### config.mk
export PLATFORM = sky130hd
export DESIGN_NAME = crt_timers
export DESIGN_NICKNAME = d
export VERILOG_FILES = /design/src/crt_pkg.sv /design/src/crt_timers.sv
export VERILOG_INCLUDE_DIRS = /design/src
export SDC_FILE = /design/constraint.sdc
export NUM_CORES = 1
export LEC_CHECK = 0
export ABC_AREA = 1
export BUFFER_PORTS_ARGS = -buffer_cell sky130_fd_sc_hd__buf_2
export CAP_MARGIN = 20
export CORE_ASPECT_RATIO = 1.75
export CORE_MARGIN = 10
export CORE_UTILIZATION = 27
export CTS_CLUSTER_SIZE = 24
export DETAILED_ROUTE_END_ITERATION = 6
export PLACE_DENSITY = 0.51
export SYNTH_ARGS = -nofsm -noshare
export SYNTH_HDL_FRONTEND = slang
export SYNTH_SLANG_ARGS = --single-unit
### constraint.sdc
create_clock -name core_clk -period 3.12 [get_ports core_clk]
set_input_delay 0.78 -clock core_clk [delete_from_list [all_inputs] [get_ports core_clk]]
set_output_delay 0.78 -clock core_clk [all_outputs]
set_load 0.03 [all_outputs]
### src/crt_defines.svh
// register offsets, field positions and reset values of the timer 2/3 block
// assumes an 8-bit register port with a 3-bit address
`ifndef CRT_DEFINES_SVH
`define CRT_DEFINES_SVH

// register offsets
`define CRT_ADDR_MODE 3'h0
`define CRT_ADDR_T2 3'h1
`define CRT_ADDR_T3 3'h2
`define CRT_ADDR_STAT 3'h3
`define CRT_ADDR_CLR 3'h4
`define CRT_ADDR_EN 3'h5

// fields of shared_timer_mode_reg
`define CRT_BIT_OUT_SRC 0
`define CRT_BIT_T2_SRC 3
`define CRT_BIT_T3_SRC 4
`define CRT_BIT_POL 5
`define CRT_BIT_OUT_EN 6
`define CRT_BIT_LATCH_ONLY 7

// fields of the interrupt status, clear and enable registers
`define CRT_IRQ_T2 0
`define CRT_IRQ_T3 1

// reset values
`define CRT_MODE_RST 8'h00
`define CRT_CNT_RST 8'hFF
`define CRT_IRQ_RST 2'h0
`define CRT_ZERO8 8'h00
`define CRT_LVL_RST 1'b1

// divide-by-8 prescaler for the third timer
`define CRT_PRE_LAST 3'h7
`define CRT_PRE_RST 3'h0

`endif

### src/crt_pkg.sv
// types of the timer 2/3 block
// assumes crt_defines.svh is compiled alongside
package crt_pkg;

  typedef logic [7:0] crt_byte_t;
  typedef logic [2:0] crt_addr_t;
  typedef logic [1:0] crt_irq_t;

  // complete state of the block, registered in one process
  typedef struct packed {
    crt_byte_t mode;
    crt_byte_t t2_cnt;
    crt_byte_t t2_lat;
    crt_byte_t t3_cnt;
    crt_byte_t t3_lat;
    logic [2:0] pre;
    crt_irq_t stat;
    crt_irq_t en;
    logic pulse_lvl;
    logic pin;
    logic pin_oe;
    logic irq;
    logic t2_uf;
    logic t3_uf;
    crt_byte_t rdata;
  } crt_state_t;

endpackage

### src/crt_timers.sv
// timers two and three: cascaded 8-bit reload down counters with pulse output
// assumes a synchronous register port and a one-cycle timer 1 underflow pulse
//
// Contract
// - timer two is 8-bit counter with latch
// - write-control one: write reaches latch only
// - write-control zero: write loads counter and latch
// - write-control bit resets to zero
// - source change leaves timer two latch intact
// - timer two counts timer1 underflows or clock
// - underflow sets request, reloads, keeps counting
// - pulse mode needs enable and source one
// - pulse mode underflow toggles pin, sets request
// - pulse starts high at polarity zero
// - timer three is 8-bit counter with latch
// - timer three counts timer1 underflows or clock/8
// - timer three write always loads both
// - pin driven only when enabled, source selected
//
// Design decisions made here: the plain strobed port and the register offsets.
`timescale 1ns/10ps
`default_nettype none
`include "crt_defines.svh"

module crt_timers
(
  // clock and reset
  input wire logic core_clk,
  input wire logic srst,
  // register port
  input wire crt_pkg::crt_addr_t reg_addr,
  input wire crt_pkg::crt_byte_t reg_wdata,
  input wire logic reg_wr,
  input wire logic reg_rd,
  output logic [7:0] reg_rdata,
  // timer 1 side
  input wire logic t1_underflow,
  input wire logic t1_out_level,
  // timer output pin
  output logic timer_pulse_pin,
  output logic timer_pulse_pin_oe,
  // events
  output logic t2_underflow,
  output logic t3_underflow,
  output logic irq
);

  import crt_pkg::*;

  crt_state_t s_q;
  crt_state_t s_d;

  // one step of a reload down counter: {underflow, next count}
  function automatic logic [8:0] crt_step(input crt_byte_t cnt, input crt_byte_t lat, input logic tick);
    logic [8:0] r;
    r = {1'b0, cnt};
    if (tick)
    begin
      if (cnt == `CRT_ZERO8)
        r = {1'b1, lat};
      else
        r = {1'b0, cnt - 8'h01};
    end
    return r;
  endfunction

  logic wr_mode;
  logic wr_t2;
  logic wr_t3;
  logic wr_clr;
  logic wr_en;
  logic latch_only;
  logic t2_tick;
  logic t3_tick;
  logic pre_tick;
  logic pulse_mode;
  logic [8:0] t2_nx;
  logic [8:0] t3_nx;

  // address decode of the write strobe
  assign wr_mode = reg_wr && (reg_addr == `CRT_ADDR_MODE);
  assign wr_t2 = reg_wr && (reg_addr == `CRT_ADDR_T2);
  assign wr_t3 = reg_wr && (reg_addr == `CRT_ADDR_T3);
  assign wr_clr = reg_wr && (reg_addr == `CRT_ADDR_CLR);
  assign wr_en = reg_wr && (reg_addr == `CRT_ADDR_EN);

  // count sources and mode decode from the mode register in force
  assign latch_only = s_q.mode[`CRT_BIT_LATCH_ONLY];
  assign pre_tick = (s_q.pre == `CRT_PRE_LAST);
  assign t2_tick = s_q.mode[`CRT_BIT_T2_SRC] ? 1'b1 : t1_underflow;
  assign t3_tick = s_q.mode[`CRT_BIT_T3_SRC] ? pre_tick : t1_underflow;
  assign pulse_mode = s_q.mode[`CRT_BIT_OUT_EN] && s_q.mode[`CRT_BIT_OUT_SRC];
  assign t2_nx = crt_step(s_q.t2_cnt, s_q.t2_lat, t2_tick);
  assign t3_nx = crt_step(s_q.t3_cnt, s_q.t3_lat, t3_tick);

  // next state of the whole block
  always_comb
  begin
    s_d = s_q;
    s_d.pre = s_q.pre + 3'h1; // free-running clock/8 prescaler
    if (wr_mode)
      s_d.mode = reg_wdata; // latches are not touched here
    // timer two: a counter write overrides a same-cycle decrement
    s_d.t2_uf = t2_nx[8];
    s_d.t2_cnt = t2_nx[7:0];
    if (wr_t2)
    begin
      s_d.t2_lat = reg_wdata;
      if (!latch_only)
        s_d.t2_cnt = reg_wdata;
      else if (t2_nx[8])
        s_d.t2_cnt = reg_wdata; // new latch value reloads at this underflow
    end
    // timer three ignores the write-control bit
    s_d.t3_uf = t3_nx[8];
    s_d.t3_cnt = t3_nx[7:0];
    if (wr_t3)
    begin
      s_d.t3_lat = reg_wdata;
      s_d.t3_cnt = reg_wdata;
    end
    // pulse level rests at the start level of the incoming mode, so one write
    // that turns pulse mode on and flips polarity still starts at the new level
    if (!pulse_mode)
      s_d.pulse_lvl = ~s_d.mode[`CRT_BIT_POL];
    else if (t2_nx[8])
      s_d.pulse_lvl = ~s_q.pulse_lvl;
    // pin registered so the output comes from a flop; idle low when off
    s_d.pin_oe = s_q.mode[`CRT_BIT_OUT_EN];
    if (!s_q.mode[`CRT_BIT_OUT_EN])
      s_d.pin = 1'b0;
    else if (s_q.mode[`CRT_BIT_OUT_SRC])
      s_d.pin = s_q.pulse_lvl;
    else
      s_d.pin = t1_out_level;
    // sticky requests: setting beats a same-cycle clear
    if (wr_clr)
      s_d.stat = s_q.stat & ~reg_wdata[1:0];
    if (t2_nx[8])
      s_d.stat[`CRT_IRQ_T2] = 1'b1;
    if (t3_nx[8])
      s_d.stat[`CRT_IRQ_T3] = 1'b1;
    if (wr_en)
      s_d.en = reg_wdata[1:0];
    s_d.irq = |(s_d.stat & s_d.en);
    // read data stand in the cycle after the strobe only
    s_d.rdata = `CRT_ZERO8;
    if (reg_rd)
    begin
      unique case (reg_addr)
        `CRT_ADDR_MODE: s_d.rdata = s_q.mode;
        `CRT_ADDR_T2: s_d.rdata = s_q.t2_cnt;
        `CRT_ADDR_T3: s_d.rdata = s_q.t3_cnt;
        `CRT_ADDR_STAT: s_d.rdata = {6'h00, s_q.stat};
        `CRT_ADDR_EN: s_d.rdata = {6'h00, s_q.en};
        default: s_d.rdata = `CRT_ZERO8; // clear register and holes read zero
      endcase
    end
  end

  // state register with synchronous reset
  always_ff @(posedge core_clk)
  begin
    if (srst)
    begin
      s_q <= '0;
      s_q.mode <= `CRT_MODE_RST;
      s_q.t2_cnt <= `CRT_CNT_RST;
      s_q.t2_lat <= `CRT_CNT_RST;
      s_q.t3_cnt <= `CRT_CNT_RST;
      s_q.t3_lat <= `CRT_CNT_RST;
      s_q.pre <= `CRT_PRE_RST;
      s_q.stat <= `CRT_IRQ_RST;
      s_q.en <= `CRT_IRQ_RST;
      s_q.pulse_lvl <= `CRT_LVL_RST;
    end
    else
      s_q <= s_d;
  end

  // outputs straight from the state flops
  assign reg_rdata = s_q.rdata;
  assign timer_pulse_pin = s_q.pin;
  assign timer_pulse_pin_oe = s_q.pin_oe;
  assign t2_underflow = s_q.t2_uf;
  assign t3_underflow = s_q.t3_uf;
  assign irq = s_q.irq;
endmodule
`default_nettype wire

Yosys cells after proc, flatten, opt, wreduce, memory -nomap -nowiden

Index checks and enable logic that the tools add are counted.

Register bits after elaboration: 61
Input port bits: 17

Add/subtract/negate cells: 3
Eq/ne operators: 7
Muxes and demuxes: 19
Bitwise operators: 7
Reduce and logical (&&, ||, !) cells: 13

Operator list:

| operator            | count |
|---|---|
| $pmux 8 s5          | 1 |
| $mux 9              | 4 |
| $mux 16             | 2 |
| $logic_not 8->1     | 2 |
| $mux 8              | 2 |
| $sub 8x1->8 const B | 2 |
| $eq 3x3->1 const B  | 3 |
| $mux 1              | 7 |
| $eq 3x2->1 const B  | 2 |
| $logic_and 1x1->1   | 6 |
| $mux 6              | 1 |
| $reduce_or 2->1     | 3 |
| $and 2x2->2         | 2 |
| $mux 2              | 2 |
| $not 1->1           | 4 |
| $add 3x1->3 const B | 1 |
| $eq 3x1->1 const B  | 1 |
| $logic_not 3->1     | 1 |
| $ne 2x1->1 const B  | 1 |
| $not 2->2           | 1 |
| $reduce_bool 2->1   | 1 |

Depth between registers and ports, before layout

Word-level depth: 6
Depth in mapped cells: 11
Gate-level depth less buffers: 10

Worst setup path before layout

OpenSTA, ideal clock, no wires.

Path kind: input to register
Start point: input t1_underflow
End point: register s_q[49] (netlist bit)
Data arrival time: 1494 ps
Required time: 3007 ps
Setup slack: 1512 ps
Stages on the path: 8
Buffers on the path: 0
Cell sequence: nor2_1 > inv_1 > nand2_2 > nand2_4 > nand3_1 > nand2_1 > inv_1 > nand2_1

Word-level cells in the longest chain between the ends: 5

RTL lines:

| what        | RTL line          | text |
|---|---|---|
| from (decl) | crt_timers.sv:37  | `input wire logic t1_underflow,` |
| $mux 1 *    | crt_timers.sv:90  | `` assign t2_tick = s_q.mode[`CRT_BIT_T2_SRC] ? 1'b1 : t1_underflow; `` |
| $mux 9 *    | crt_timers.sv:57  | `if (tick)` |
| $mux 8      | crt_timers.sv:111 | `else if (t2_nx[8])` |
| $mux 8      | crt_timers.sv:109 | `if (!latch_only)` |
| $mux 16 *   | crt_timers.sv:106 | `if (wr_t2)` |
| to (decl)   | crt_timers.sv:50  | `crt_state_t s_q;` |

Mark *: on every way between the ends. The rest lies on a longest branch, timed or not.
A chain may end at the register's enable or synchronous reset.

Final worst setup path

Start point: register s_q[45] (netlist bit)
End point: register s_q[45] (netlist bit)

Word-level cells in the longest chain between the ends: 6
Elaborated cells between the ends (all ways): 7
Classes of those cells: 1 x add/sub; 5 x mux; 1 x reduce/logical

RTL lines:

| what                                                  | RTL line          | text |
|---|---|---|
| $sub 8x1->8 / $logic_not 8->1 (equally long branches) | n/a               |  |
| $mux 9                                                | crt_timers.sv:59  | `` if (cnt == `CRT_ZERO8) `` |
| $mux 9 *                                              | crt_timers.sv:57  |  |
| $mux 8                                                | crt_timers.sv:111 |  |
| $mux 8                                                | crt_timers.sv:109 |  |
| $mux 16 *                                             | crt_timers.sv:106 |  |

Marks and branches as above.

==> out/results.tsv <==
metric	value	unit
holdWs	0.4216	ns
gr-total-overflow	0	
core	11170	sq um
viasPerCell	4.642	
synth_most_common_cell	nand2_1	
drv_cap	0	
crit_family	simple AND/OR/NAND/NOR gates	
min_path_type	register to register	
crit_chain	inv_1 -> ha_1 -> nand2_1 -> nor2_2 -> nand2_2 -> nand2_4 -> nand2_4 -> nand3_1 -> nand3_1	
grt_max_degree	20	
drc	0	
status	finished clean	
routed_wl	8.529	mm
rows	51	
fin_nets	487	
cts_hold_buf	0	
hp-start	s_q[18]	
power_density	586.9	nW/um^2
antenna_found_initial	0	
synth_top_family_by_area	simple AND/OR/NAND/NOR gates	
synthAdderAreaFrac	2.421	%
synth_compound_area_share	15.25	%
rr_startpoint	s_q[45]	
hold_viol	0	
ir_worst_vdd	0.0002540	V
dieArea	16340	sq um
dp_slack	0.9701	ns
grt_pass1_vias	2869	
insertion_delay	0.33	ns
synthDominantCellAreaShare	39.39	%
synthMuxAreaShare	0	%
worstSetupStartpointType	register	
slew_headroom	64.21	%
drtAntennaViolNets	0	
yosysTopAreaCell	dfxtp_1	
slew_violations	0	
setup_violations	0	
fmax	515.5	MHz
async_flop_share	0	%
synth_xor_xnor_area_share	0.5650	%
netlist_top_cells_count	nand2_1 (108), inv_1 (64), dfxtp_1 (61)	
clock-root-buffer	clkbuf_16	
dp.cells	585	
clock-skew-final	0.007698	ns
clock_path_buffers	2	
ys_seq_area_share	39.39	%
cts_setup_buffers	0	
syn_area	3100	sq um
start_util	27.76	%
syn_inst	440	
ioPinCount	30	
gp_congestion	0.8271	
numCtsBuffers	9	
first_pass_iters	4	
numPortBuffers	29	
yosysWarnings	0	
period_needed	1.940	ns
grt_pass1_wl	13.98	mm
r2r_slack	1.18	ns
grt_usage	11.05	%
synth_edf_count	0	
syn_area_per_cell	7.047	sq um
die-width	101.0	um
h-tree-depth	3	
crit_arrival	2.14	ns
crit_slowest_cell	nor2_2	
holdPathStages	1	
die_y	161.8	um
cts.sinks	61	
synthFlopType	dfxtp_1	
path_max_fanout	12	
fin_crit_sh	62.18	%
area_delta_synth_final	17.07	%
yosys-top-cells-area	dfxtp_1 (39%), nand2_1 (13%), inv_1 (7.7%), nand3_1 (6.8%), a21oi_1 (5.2%)	
timing.rr.end	s_q[45]	
worst_pin_slew	0.5363	ns
power.leakage	1.866	nW
instances_no_fill	601	
cts.repair.resized	0	
required	3.32	ns
drive_gt1_share	14.50	%
ys_seq_elements	61	
crit_path_end_kind	register	
vias	2790	
yosysUniqueCellTypes	33	
dp_hpwl	6.949	mm
worstPathBufferInverterCount	1	
cpPeakStageDelay	0.44	ns
syn_nets	463	
tns	0	ns
rsz0062_at_grt	no	
worstSetupPathType	register to register	
hold_end	s_q[18]	
layout_setup_ws	1.180	ns
wire_per_inst	14.19	um
synth-simple-area-share	29.74	%
clkTransAtPathRegs	0.05	ns
cts_tree	done	
r2r_cells	9	
drt_iter0_markers	148	
antenna_cells	0	
-- metrics by stage --
| stage | total power, mW | utilization (%) | area (sq um) |
|---|---|---|---|
| 6_report | 2.130 | 32.50 | 3630 |
| 5_1_grt | 2.231 | 32.50 | 3630 |
| 4_1_cts | 2.158 | 32.50 | 3630 |
| 3_5_place_dp | 1.072 | 29.58 | 3303 |
| 3_3_place_gp | 1.069 | 29.58 | 3303 |
| 2_1_floorplan | 1.005 | - | 3100 |
-- routing by layer --
layer  wire (um)  up-vias  global-route usage, %
met3         141       12                  2.039
met5           0        -                      0
met1        2954     1295                  9.535
li1            -     1459                      -
met4         226        0                  5.344
met2        5206       24                  22.57
-- layout make-up --
class,instances,area (sq um)
Multi-Input combinational cell,291,1488
Inverter,69,261.5
Tap cell,132,165.2
Timing Repair Buffer,32,167.7
Sequential cell,61,1221
Clock buffer,12,256.5
Fill cell,1224,7537
Clock inverter,4,70.07
-- logic make-up (layout without fill, tap and decap cells) --
| family | Yosys count | count (layout) |
|---|---|---|
| flip-flops | 61 | 61 |
| adder cells (fa/ha/maj) | 6 | 6 |
| AND/OR/NAND/NOR | 199 | 199 |
| buffers and inverters | 88 | 117 |
| AO/OA/AOI/OAI | 84 | 84 |
| XOR/XNOR | 2 | 2 |
-- worst max-delay path by stage --
stage / cells after the start / startpoint / to / slack, ns
after detailed placement: 6 / reg_addr[1] / s_q[13] / 0.97
after global routing: 9 / s_q[45] / s_q[45] / 1.00
after floorplan: 8 / t1_underflow / s_q[49] / 1.51
after CTS: 9 / s_q[45] / s_q[45] / 1.14
after global placement: 7 / reg_addr[1] / s_q[13] / 0.99
final: 9 / s_q[45] / s_q[45] / 1.18
-- power breakdown --
group          leakage [nW]  total [mW]  internal, mW  switching (mW)
Combinational          1.20       0.212        0.0697           0.143
Clock                 0.163        1.08         0.739           0.338
Sequential            0.499       0.841         0.817          0.0235
-- registers in the layout (all words and copies together) (netlist names) --
register	count
reg_rdata	8
timer_pulse_pin	1
irq	1
t3_underflow	1
s_d	1
s_q	46
timer_pulse_pin_oe	1
latch_only	1
t2_underflow	1
-- cell usage in the layout, fill, tap and decap left out, types with 3 or more instances in the layout --
master | netlist | routed
inv_2 | 4 | 4
o211ai_1 | 9 | 9
o22ai_1 | 4 | 4
dfxtp_1 | 61 | 61
nand2_4 | 4 | 4
o21ai_0 | 29 | 29
clkbuf_16 | 0 | 9
inv_1 | 64 | 64
ha_1 | 6 | 6
nand3_1 | 42 | 42
buf_2 | 2 | 29
nand2_2 | 3 | 3
nor2_1 | 31 | 31
buf_4 | 10 | 3
a21oi_1 | 32 | 32
nand2_1 | 108 | 108
o221ai_1 | 4 | 4
nor2_4 | 3 | 3
No activity file was read; power rests on OpenSTA's default activity.
